==> config.mk <==
export PLATFORM = sky130hd
export DESIGN_NAME = mtwt_tester
export DESIGN_NICKNAME = d
export VERILOG_FILES = /design/src/logic/mtwt_pkg.sv /design/src/logic/mtwt_sync.sv /design/src/logic/mtwt_tester.sv
export VERILOG_INCLUDE_DIRS = /design/src /design/src/logic
export SDC_FILE = /design/constraint.sdc
export NUM_CORES = 1
export LEC_CHECK = 0
export BUFFER_PORTS_ARGS = -buffer_cell sky130_fd_sc_hd__clkbuf_2
export CORE_MARGIN = 3
export CORE_UTILIZATION = 55
export CTS_CLUSTER_DIAMETER = 50
export DETAILED_ROUTE_END_ITERATION = 8
export PLACE_DENSITY = 0.81
export SETUP_SLACK_MARGIN = 0.4
export SYNTH_ARGS = -nofsm -noshare
export SYNTH_HDL_FRONTEND = slang
export SYNTH_HIERARCHICAL = 1
export SYNTH_SLANG_ARGS = --single-unit
==> constraint.sdc <==
create_clock -name ref_clk -period 5.75 [get_ports ref_clk]
set_input_delay 1.15 -clock ref_clk [delete_from_list [all_inputs] [get_ports ref_clk]]
set_output_delay 1.15 -clock ref_clk [all_outputs]
set_load 0.05 [all_outputs]
==> src/logic/mtwt_defines.svh <==
// Constants for the memory trace walking tester
`ifndef MTWT_DEFINES_SVH
`define MTWT_DEFINES_SVH
`define MTWT_DATA_W 8
`define MTWT_ADDR_W 8
`define MTWT_DATA_TEST_ADDR 8'h00
`define MTWT_JTAG_BOOT_SEL 3'h7
`define MTWT_SEL_W 3
`define MTWT_ROUTE_W 2
`define MTWT_ROUTE_OFF 2'h0
`define MTWT_ROUTE_PINS 2'h1
`define MTWT_ROUTE_CHAIN 2'h2
`define MTWT_READ_LAT 2'h2
`endif

==> src/logic/mtwt_pkg.sv <==
// Types for the memory trace walking tester
package mtwt_pkg;
`include "mtwt_defines.svh"
   // Memory request toward the external memory
   typedef struct packed {
      logic wrEn;
      logic rdEn;
      logic [`MTWT_ADDR_W-1:0] addr;
      logic [`MTWT_DATA_W-1:0] wrData;
   } mtwt_mem_req_t;
   // Test result bundle
   typedef struct packed {
      logic done;
      logic pass;
      logic bitFail;
      logic [`MTWT_DATA_W-1:0] failBits;
   } mtwt_result_t;
   // Tester states
   typedef enum logic [6:0] {
      ST_IDLE = 7'h01,
      ST_DWR = 7'h02,
      ST_DRD = 7'h04,
      ST_AWR = 7'h08,
      ST_ARD = 7'h10,
      ST_WAIT = 7'h20,
      ST_DONE = 7'h40
   } mtwt_state_t;
endpackage : mtwt_pkg

==> src/logic/mtwt_sync.sv <==
// Two-stage synchroniser for pin inputs
`timescale 1ns/1ns
module mtwt_sync #(parameter int W = 1) (
   input wire logic ref_clk, // Clock
   input wire logic rst, // Sync reset
   input wire logic [W-1:0] din, // Asynchronous input
   output logic [W-1:0] dout // Synchronised output
);
   logic [W-1:0] meta_ff; // First stage, read only by second
   logic [W-1:0] sync_ff; // Second stage
   logic [W-1:0] nxt_meta;
   logic [W-1:0] nxt_sync;
   // Next values
   always_comb begin
      nxt_meta = din;
      nxt_sync = meta_ff;
      if (rst) begin
         nxt_meta = '0;
         nxt_sync = '0;
      end
   end
   // Register stages
   always_ff @(posedge ref_clk) begin
      meta_ff <= nxt_meta;
      sync_ff <= nxt_sync;
   end
   assign dout = sync_ff;
endmodule : mtwt_sync

==> src/logic/mtwt_tester.sv <==
// Memory trace walking tester with boot and debug route selection
`timescale 1ns/1ns
`include "mtwt_defines.svh"
// Overview of the two test phases
// The data phase walks a single one across every data line at one address.
// Each step is a write, a read and a compare before the next step starts.
// A mismatch is recorded and the walk moves on, so a dead trace cannot hang the run.
// The address phase writes every power-of-two location first, then reads them all.
// Each location holds its index plus one, so an alias returns a foreign value.
// Address index zero stands for address zero, index k for a one in bit k-1.
// Failing bits gather as the OR of every read-back difference of the run.
// The pass flag drops on the first mismatch and stays low until the next start.
// Hazard: the memory answers after any latency, so every read waits for valid.
// Hazard: read data that arrives outside a wait is ignored on purpose.
// The strap and route pins come from the board and are synchronised first.
// The boot strap is frozen once per reset, later strap changes are ignored.
// The debug route follows its pins, gated by the loader and configuration done.
// Route code three is not a setting of its own and is treated as off.
module mtwt_tester
   import mtwt_pkg::*;
(
   input wire logic ref_clk, // Memory interface clock
   input wire logic rst, // Sync reset, active high
   input wire logic start, // Start pulse from same domain
   input wire logic [`MTWT_DATA_W-1:0] memRdData, // Read data from memory
   input wire logic memRdValid, // Read data valid pulse
   input wire logic [`MTWT_SEL_W-1:0] boot_source_select_pins, // Boot strap pins
   input wire logic [`MTWT_ROUTE_W-1:0] debug_port_route_select, // Debug route setting
   input wire logic first_stage_loader_done, // Loader finished pin muxing (pin)
   input wire logic configuration_manager_done, // Configuration complete (pin)
   output mtwt_mem_req_t memReq, // Memory request
   output mtwt_result_t result, // Test result
   output logic [`MTWT_DATA_W-1:0] lastWritten, // Word of the current step
   output logic inAddrTest, // High in address phase
   output logic jtagBoot, // Boot from JTAG
   output logic dbgPinsEn, // Debug port on dedicated pins
   output logic dbgChainEn, // Debug tap first in chain
   output logic chainShift // Chain indices shifted by one
);
   // Fixed widths of the memory interface
   localparam int DW = `MTWT_DATA_W; // Data bus width
   localparam int AW = `MTWT_ADDR_W; // Address bus width
   localparam int BITW = $clog2(AW + 1); // Address index width, counts 0 to AW

   // Power-of-two address for an index; index 0 gives address zero
   // Used by both the write pass and the read pass, so both walk the same list
   function automatic logic [AW-1:0] addrOf(input logic [BITW-1:0] idx);
      logic [AW-1:0] a;
      a = '0;
      if (idx != '0) begin
         a = AW'(1) << (idx - BITW'(1));
      end
      return a;
   endfunction : addrOf

   // Distinct increasing value per address index
   // Never zero, so a cleared location cannot match by chance
   function automatic logic [DW-1:0] valOf(input logic [BITW-1:0] idx);
      return DW'(idx) + DW'(1);
   endfunction : valOf

   // Synchronised pin inputs
   // Straps, route and done levels come from the board, two flip-flops each
   // Nothing below reads a pin directly, only the second stage
   logic [`MTWT_SEL_W-1:0] selSync; // Boot strap, synchronised
   logic [`MTWT_ROUTE_W-1:0] routeSync; // Route setting, synchronised
   logic [1:0] doneSync; // Loader and configuration done
   mtwt_sync #(.W(`MTWT_SEL_W)) u_sel (.ref_clk(ref_clk), .rst(rst),
      .din(boot_source_select_pins), .dout(selSync));
   mtwt_sync #(.W(`MTWT_ROUTE_W)) u_route (.ref_clk(ref_clk), .rst(rst),
      .din(debug_port_route_select), .dout(routeSync));
   mtwt_sync #(.W(2)) u_done (.ref_clk(ref_clk), .rst(rst),
      .din({configuration_manager_done, first_stage_loader_done}), .dout(doneSync));

   // Tester state
   // One process computes next values, one registers them
   mtwt_state_t state_ff, nxt_state; // Main state
   mtwt_state_t ret_ff, nxt_ret; // Read state that issued the pending read, picks the phase after the wait
   logic [DW-1:0] pat_ff, nxt_pat; // Walking-one pattern
   logic [BITW-1:0] idx_ff, nxt_idx; // Address index
   logic down_ff, nxt_down; // Walk direction, captured at start
   mtwt_mem_req_t req_ff, nxt_req; // Registered memory request
   mtwt_result_t res_ff, nxt_res; // Registered result
   logic [DW-1:0] exp_ff, nxt_exp; // Expected read word
   logic addrPh_ff, nxt_addrPh; // Address phase flag
   logic walkDown; // Walk direction, held upward; downward stays in the logic
   logic [DW-1:0] firstPat; // Start pattern for chosen direction
   logic [DW-1:0] diff; // Differing bits of a read-back

   // Direction is fixed upward; only a one in bit 0 starts the walk
   assign walkDown = 1'b0;
   // Start word: top bit for a downward walk, bottom bit for an upward one
   assign firstPat = walkDown ? {1'b1, {(DW-1){1'b0}}} : DW'(1);
   // Bits that differ between the returned word and the expected word
   assign diff = memRdData ^ exp_ff;

   // Next-state logic of the tester
   // Requests and the fail flag are one-cycle pulses, so they drop by default
   // Address and write data keep their last value between requests
   // Reset is applied last so it overrides every branch above it
   always_comb begin
      nxt_state = state_ff;
      nxt_ret = ret_ff;
      nxt_pat = pat_ff;
      nxt_idx = idx_ff;
      nxt_down = down_ff;
      nxt_req = req_ff;
      nxt_res = res_ff;
      nxt_exp = exp_ff;
      nxt_addrPh = addrPh_ff;
      nxt_req.wrEn = 1'b0;
      nxt_req.rdEn = 1'b0;
      nxt_res.bitFail = 1'b0;
      unique case (state_ff)
         ST_IDLE, ST_DONE: begin
            // Start a new run
            // A start while a run is busy never reaches this branch
            if (start) begin
               nxt_down = walkDown;
               nxt_pat = firstPat;
               nxt_res = '0;
               nxt_res.pass = 1'b1;
               nxt_addrPh = 1'b0;
               nxt_state = ST_DWR;
            end
         end
         ST_DWR: begin
            // Write the walking word to the fixed address
            // The same address for every step keeps address faults out of the data result
            nxt_req.wrEn = 1'b1;
            nxt_req.addr = `MTWT_DATA_TEST_ADDR;
            nxt_req.wrData = pat_ff;
            nxt_exp = pat_ff;
            nxt_state = ST_DRD;
         end
         ST_DRD: begin
            // Read it back from the same address
            // The return state tells the wait which phase to resume
            nxt_req.rdEn = 1'b1;
            nxt_req.addr = `MTWT_DATA_TEST_ADDR;
            nxt_ret = ST_DRD;
            nxt_state = ST_WAIT;
         end
         ST_AWR: begin
            // Write a distinct value to each power-of-two address
            // No read is issued until the last location has been written
            nxt_req.wrEn = 1'b1;
            nxt_req.addr = addrOf(idx_ff);
            nxt_req.wrData = valOf(idx_ff);
            if (idx_ff == BITW'(AW)) begin
               nxt_idx = '0;
               nxt_state = ST_ARD;
            end else begin
               nxt_idx = idx_ff + BITW'(1);
            end
         end
         ST_ARD: begin
            // Read back one location
            // The expected word is rebuilt from the index, never taken from memory
            nxt_req.rdEn = 1'b1;
            nxt_req.addr = addrOf(idx_ff);
            nxt_exp = valOf(idx_ff);
            nxt_ret = ST_ARD;
            nxt_state = ST_WAIT;
         end
         ST_WAIT: begin
            // Compare the returned word
            // Any read latency is accepted; the state holds until valid arrives
            // A memory that never answers leaves the tester here, seen as no done
            if (memRdValid) begin
               if (diff != '0) begin
                  nxt_res.bitFail = 1'b1;
                  nxt_res.pass = 1'b0;
                  nxt_res.failBits = res_ff.failBits | diff;
               end
               if (ret_ff == ST_DRD) begin
                  // Advance the walk once the step has been checked
                  // The top bit closes the data phase, any other bit shifts on
                  if ((!down_ff && pat_ff[DW-1]) || (down_ff && pat_ff[0])) begin
                     nxt_addrPh = 1'b1;
                     nxt_idx = '0;
                     nxt_state = ST_AWR;
                  end else begin
                     nxt_pat = down_ff ? (pat_ff >> 1) : (pat_ff << 1);
                     nxt_state = ST_DWR;
                  end
               end else if (idx_ff == BITW'(AW)) begin
                  // Last location checked, the run is over
                  nxt_res.done = 1'b1;
                  nxt_state = ST_DONE;
               end else begin
                  nxt_idx = idx_ff + BITW'(1);
                  nxt_state = ST_ARD;
               end
            end
         end
         default: begin
            // An illegal state code falls back to idle rather than locking up
            nxt_state = ST_IDLE;
         end
      endcase
      // Synchronous reset clears the tester and its outputs
      if (rst) begin
         nxt_state = ST_IDLE;
         nxt_ret = ST_IDLE;
         nxt_pat = '0;
         nxt_idx = '0;
         nxt_down = 1'b0;
         nxt_req = '0;
         nxt_res = '0;
         nxt_exp = '0;
         nxt_addrPh = 1'b0;
      end
   end

   // Register the tester state
   // Only plain registering here; all decisions sit in the process above
   always_ff @(posedge ref_clk) begin
      state_ff <= nxt_state;
      ret_ff <= nxt_ret;
      pat_ff <= nxt_pat;
      idx_ff <= nxt_idx;
      down_ff <= nxt_down;
      req_ff <= nxt_req;
      res_ff <= nxt_res;
      exp_ff <= nxt_exp;
      addrPh_ff <= nxt_addrPh;
   end

   // Boot and debug route state
   // The strap is frozen a fixed number of edges after reset, once the
   // synchroniser holds the pin level instead of its own reset zeros
   logic jtag_ff, nxt_jtag; // JTAG boot selected
   logic pins_ff, nxt_pins; // Debug on dedicated pins
   logic chain_ff, nxt_chain; // Debug tap in chain
   logic shift_ff, nxt_shift; // Chain index shifted
   logic strapTaken_ff, nxt_strapTaken; // Strap captured once after reset
   logic [1:0] strapWait_ff, nxt_strapWait; // Fills with ones while the strap synchroniser settles

   // Next values for boot source and debug routing
   always_comb begin
      nxt_jtag = jtag_ff;
      nxt_strapTaken = strapTaken_ff;
      // Two edges after reset the synchronised strap is the pin level
      nxt_strapWait = {strapWait_ff[0], 1'b1};
      if (strapWait_ff[1] && !strapTaken_ff) begin
         // Capture once; later strap changes wait for the next reset
         nxt_jtag = (selSync == `MTWT_JTAG_BOOT_SEL);
         nxt_strapTaken = 1'b1;
      end
      // Route code for off and the unused code both leave every route low
      // Dedicated pins only once the loader has set up the pin multiplexing
      nxt_pins = (routeSync == `MTWT_ROUTE_PINS) && doneSync[0];
      // Chained tap only once configuration is complete
      nxt_chain = (routeSync == `MTWT_ROUTE_CHAIN) && doneSync[1];
      // The joined tap sits first, so every other index moves up by one
      nxt_shift = nxt_chain;
      if (rst) begin
         nxt_jtag = 1'b0;
         nxt_strapTaken = 1'b0;
         nxt_strapWait = 2'h0;
         nxt_pins = 1'b0;
         nxt_chain = 1'b0;
         nxt_shift = 1'b0;
      end
   end

   // Register boot and debug routing
   always_ff @(posedge ref_clk) begin
      jtag_ff <= nxt_jtag;
      pins_ff <= nxt_pins;
      chain_ff <= nxt_chain;
      shift_ff <= nxt_shift;
      strapTaken_ff <= nxt_strapTaken;
      strapWait_ff <= nxt_strapWait;
   end

   // Outputs straight from flip-flops
   // Every port below is a register, so the far side sees no combinational glitches
   // lastWritten shows the word that the current compare expects
   assign memReq = req_ff;
   assign result = res_ff;
   assign lastWritten = exp_ff;
   assign inAddrTest = addrPh_ff;
   assign jtagBoot = jtag_ff;
   assign dbgPinsEn = pins_ff;
   assign dbgChainEn = chain_ff;
   assign chainShift = shift_ff;
endmodule : mtwt_tester

==> results.yml, run 1 <==
clock_network:
  post_cts_buffers: 0
  cts_buffers: 9
  cts_resized: 0
  cts_root_buffer: "clkbuf_8"
  postCtsHoldBufs: 0
  htree_levels: 3
  path_clk_slew_ps: 90
  cts.path.max_buffers: 2
  clk_latency_ps: 360
  clkSinkCount: 80
  cts_tree: "done"
hold_path:
  hold_path.class: "flop to flop"
  min_from: "u_route/dout[1]"
floorplan:
  die_w_um: 84.3
  start_util_pct: 59.0
  die_h_um: 84.3
  core_um2: 5710
  num_rows: 27
  floorplan.die_area_um2: 7100
  ioPinCount: 61
yosys:
  synth.distinct_cells: 53
  ys_seq_area_share_pct: 47.5
  synth_area_um2: 3370
  ys.flop_type: "dfxtp_1"
  synth.ff_latch_count: 80
  postSynthCellCount: 361
  synth_edf_count: 0
  yosys_warnings: 6
  async_flop_share_pct: 0
  avgSynthCellArea_um2: 9.33
  synth_fp_nets: 386
global_route:
  gr-total-overflow: 0
  grt_max_degree: 43
  grt_pass1_vias: 2658
  antenna_found_initial: 0
  gr-usage-all-layers_pct: 22.0
  grt_first_pass_wirelength_mm: 12.6
route:
  drtIter0Drc: 148
  via_per_inst: 5.58
  antenna_left: 0
  dr.pass1.iters: 4
  wl_per_cell_um: 15.0
  wirelength_mm: 7.36
  drc: 0
  num_vias: 2732
sta:
  max-slew-margin-rel_pct: 43.8
  rsz0062_at_grt: "false"
  setup_viol: 0
  slew_violations: 0
  fin_crit_ps: 2610
  finalSetupTns_ps: 0
  clock-skew-final_ps: 8.28
  tightest_slew_ps: 843
  final_hold_viol_count: 0
  max_freq_ghz: 0.383
  final_min_period_over_clock_period_pct: 45.4
worst_setup_path:
  cp_data_arrival_time_ps: 2900
  setup.worst_path.start: "rst"
  critPathRequiredTime_ps: 6040
  rr_startpoint: "state_ff[4]"
  endpoint_kind: "flop"
  critical_path_class: "primary input to flop"
  critPathLaunchType: "primary input"
  path_max_fanout: 42
place:
  place_hpwl_mm: 5.29
  io_buffers: 60
  globalplace.congestion: 0.857
finish:
  nets: 438
  drive_above_1_share_pct: 23.2
  antenna_cells: 0
  synthToLayoutAreaGrowth_pct: 14.3
  final_util_pct: 67.5
run_status:
  status: "complete, no violations"
power_and_ir_drop:
  power_density_nw_per_um2: 278
  leakagePower_nw: 1.51
  max-vdd-ir-drop_mv: 0.193
flow_run:
  drv_cap: 0
[placed cells by master (no fill, tap or decap), types with 2 or more instances in the layout]
cell type	instances
a22oi_1	2
a31oi_1	2
dfxtp_1	80
or3b_2	2
nand3_1	11
a211oi_1	7
nor3_1	4
nor2b_1	21
nand4_1	5
a221oi_1	2
nand2b_1	3
nor4bb_1	2
nor3b_2	2
a311oi_2	5
inv_1	7
nand3b_1	3
clkinvlp_4	3
ha_1	6
o21ai_0	19
and2_1	3
nand2_1	48
o21a_1	3
a21oi_1	23
xnor2_1	10
clkbuf_2	60
xor2_1	7
a22o_1	14
clkbuf_8	9
nor2_1	27
or2_2	2
[synth_stat cells, drive strengths merged (2+ instances only)]
master | count | area, µm²
nand3b | 3 | 22.5
nand3 | 11 | 55.1
dfxtp | 80 | 1600
a31oi | 2 | 12.5
a21oi | 23 | 115
o21a | 3 | 22.5
inv | 7 | 26.3
o21ai | 19 | 95.1
or2 | 2 | 12.5
ha | 6 | 75.1
or3b | 2 | 17.5
xor2 | 7 | 61.3
buf | 12 | 86.3
and2 | 3 | 18.8
clkbuf | 8 | 30.0
a22oi | 2 | 15.0
nor2b | 21 | 131
a311oi | 6 | 83.8
a211oi | 7 | 52.6
a221oi | 2 | 17.5
or3 | 2 | 17.5
xnor2 | 10 | 87.6
nor2 | 28 | 108
nor3 | 6 | 46.3
nand2 | 49 | 186
nand2b | 3 | 18.8
nor4bb | 2 | 20.0
nand4 | 5 | 31.3
a22o | 14 | 123
nor3b | 3 | 32.5
[path summary, 6_finish.rpt]
check        cells after the start           to  slack (ps)
min                              1    dbgPinsEn         430
max                              5   inAddrTest        3140
max reg2reg                      4  state_ff[0]        3470
min reg2reg                      1    dbgPinsEn         430
[cell type report]
type	count	area, µm²
timing repair buffer	61	308
clock buffer	9	124
inverter	7	26.3
multi-input combinational	254	1630
fill	467	1860
tap	72	90.1
sequential	80	1600
clock inverter	7	77.6
[routing by layer]
layer  up-vias  track usage, %  part of all wire [%]
met5         -               0                     0
li1       1370               -                     -
met3        11            4.22                   6.8
met2        95            36.2                    48
met1      1256            28.4                    44
met4         0            9.21                   1.6
[critical path: stages]
cell and delay (ps):
clkbuf_2 460, buf_4 400, nor2_1 580, nand2_1 140, o21ai_0 160
[report_power, final]
part | internal, mW | switching [mW]
logic | 0.0285 | 0.0474
registers | 0.564 | 0.00961
clock network | 0.204 | 0.217
[stage by stage]
step | worst slack (ps) | hold WS (ps) | std cells | area (µm²) | power (mW)
global route | 2890 | 454 | 490 | 3850 | 1.11
detailed placement | 2760 | 412 | 474 | 3650 | 0.662
finish | 3140 | 426 | 490 | 3850 | 1.07
CTS | 3130 | 425 | 490 | 3850 | 1.08
floorplan | 3390 | 386 | 361 | 3370 | 0.642
global placement | 2820 | 398 | 474 | 3650 | 0.660
[logic make-up (layout without fill, tap and decap cells)]
group                      Yosys count  in the layout  share of synthesized area, %
adders and majority gates            6              6                          2.23
DFF                                 80             80                          47.5
and+or+nand+nor                    145            145                          23.2
buffers and inverters               27             84                          4.23
xor gates and xnor gates            17             17                          4.42
muxes                                1              1                         0.297
AOI/OAI and AO/OA                   85             85                          18.1
[flip-flops by register name (all words and copies together) (netlist names)]
register / flops
chainShift: 1
dbgPinsEn: 1
idx_ff: 4
inAddrTest: 1
jtagBoot: 1
lastWritten: 8
memReq: 18
pat_ff: 8
result: 11
ret_ff: 3
state_ff: 7
strapTaken_ff: 1
strapWait_ff: 2
u_done/dout: 2
u_done/meta_ff: 2
u_route/dout: 2
u_route/meta_ff: 2
u_sel/dout: 3
u_sel/meta_ff: 3
No activity file was read; power rests on OpenSTA's default activity.
==> run 2, diff against run 1 <==
Settings changed: CORE_UTILIZATION 55 to 50, PLACE_DENSITY 0.81 to 0.78.
Clock period 5.75 ns to 2.3 ns, I/O delays scaled along.
==> results.yml, run 2 (same netlist as run 1, synthesis figures left out) <==
run_status:
  status: "complete, no violations"
power_and_ir_drop:
  leakagePower_nw: 1.64
  power_density_nw_per_um2: 683
  max-vdd-ir-drop_mv: 0.453
finish:
  final_common_cell: "dfxtp_1"
  largest_register_ffs: 18
  synthToLayoutAreaGrowth_pct: 20.9
  most-common-layout-cells: "75 x dfxtp_1, 60 x clkbuf_2, 48 x nand2_1"
  nets: 457
  drive_above_1_share_pct: 30.4
  antenna_cells: 0
route:
  wirelength_mm: 7.70
  num_vias: 2878
  via_per_inst: 5.60
  wl_met1_mm: 3.39
  wl_per_cell_um: 15.0
  top_layer: "met4"
  wl_met2_mm: 3.60
  drc: 0
  drtIter0Drc: 139
  antenna_left: 0
  dr.pass1.iters: 4
  wl_met3_um: 472
place:
  globalplace.congestion: 0.883
  io_buffers: 60
  dp_slack_ps: 295
  place_hpwl_mm: 5.40
clock_network:
  clk_latency_ps: 360
  cts_buffers: 9
  cts_root_buffer: "clkbuf_8"
  postCtsHoldBufs: 0
  cts_tree: "done"
  cts.path.max_buffers: 2
  path_clk_slew_ps: 70
  clkSinkCount: 80
  htree_levels: 3
worst_setup_path:
  worstRegToRegCells: 4
  cp_top_family: "compound AO/OA/AOI/OAI gates"
  critPathRequiredTime_ps: 2530
  ff2ff_setup_slack_ps: 470
  slowest_delay_ps: 660
  endpoint_kind: "flop"
  critPathLaunchType: "flop"
  r2r-end: "state_ff[0]"
  path_max_fanout: 13
  critical_path_class: "flop to flop"
  cp_data_arrival_time_ps: 2060
  rr_startpoint: "state_ff[6]"
  crit_buf_inv: 0
  slowest_stage: "dfxtp_1"
  crit_path_cell_trace: "a21oi_1 > o21ai_0 > nor2_1 > a311o_1"
sta:
  max-slew-margin-rel_pct: 58.7
  setup_viol: 0
  setup_ws_ps: 470
  max_freq_ghz: 0.546
  final_min_period_over_clock_period_pct: 79.6
  fin_crit_ps: 1830
  rsz0062_at_grt: "true"
  clock-skew-final_ps: 12.4
  finalSetupTns_ps: 0
  final_hold_viol_count: 0
  slew_violations: 0
  tightest_slew_ps: 613
floorplan:
  core_um2: 6420
  start_util_pct: 52.5
  die_h_um: 88.1
  ioPinCount: 61
  num_rows: 29
  floorplan.die_area_um2: 7760
  die_w_um: 88.1
flow_run:
  drv_cap: 0
hold_path:
  whs_path_depth: 2
  hold_path.class: "primary input to flop"
  min_from: "debug_port_route_select[1]"
  holdPathEnd: "u_route/meta_ff[1]"
global_route:
  grt_first_pass_wirelength_mm: 12.7
  grt_max_degree: 32
  antenna_found_initial: 0
  gr-usage-all-layers_pct: 21.2
  gr-total-overflow: 0
  grt_pass1_vias: 2737
run 2: report_power, final:
group / switching, mW / internal, mW
logic: 0.128 / 0.0823
clock network: 0.496 / 0.641
registers: 0.0234 / 1.41
total: 0.647 / 2.14
run 2: layer usage:
layer  vias up  GRT usage [%]
li1       1405              -
met5         -              0
met3        21           6.40
met4         0           10.3
met1      1347           25.9
met2       105           34.2
run 2: final cells by class:
cell class	count	area (µm²)
Tap cell	77	96.3
Fill cell	527	2350
Inverter	7	26.3
Multi-Input combinational cell	254	1670
Timing Repair Buffer	80	454
Clock buffer	11	141
Clock inverter	5	78.8
Sequential cell	80	1610
run 2: timing repair:
action	in CTS	in global routing
setup buffers	2	10
setup endpoints to repair	10	37
pin swaps	0	3
endpoints found under the hold margin	0	0
gates resized for setup	5	16
run 2: stage by stage:
| step | area (µm²) | utilization (%) | power, mW | std cells | hold WS (ps) |
|---|---|---|---|---|---|
| global route | 4070 | 63.4 | 2.88 | 514 | 305 |
| detailed placement | 3710 | 57.8 | 1.66 | 486 | 413 |
| CTS | 3960 | 61.6 | 2.78 | 504 | 300 |
| finish | 4070 | 63.4 | 2.78 | 514 | 311 |
| floorplan | 3370 | - | 1.60 | 361 | 386 |
| global placement | 3710 | 57.8 | 1.65 | 486 | 397 |
run 2: worst max-delay path by stage:
stage          cells after the start             end  slack, ps         from
3_3_place_gp                       7       idx_ff[3]        360    idx_ff[0]
2_1_floorplan                      6  lastWritten[3]        500  state_ff[3]
6_report                           4     state_ff[0]        470  state_ff[6]
4_1_cts                            7       idx_ff[2]        400    idx_ff[1]
3_5_place_dp                       7       idx_ff[2]        300    idx_ff[0]
5_1_grt                            5      inAddrTest        380  state_ff[6]
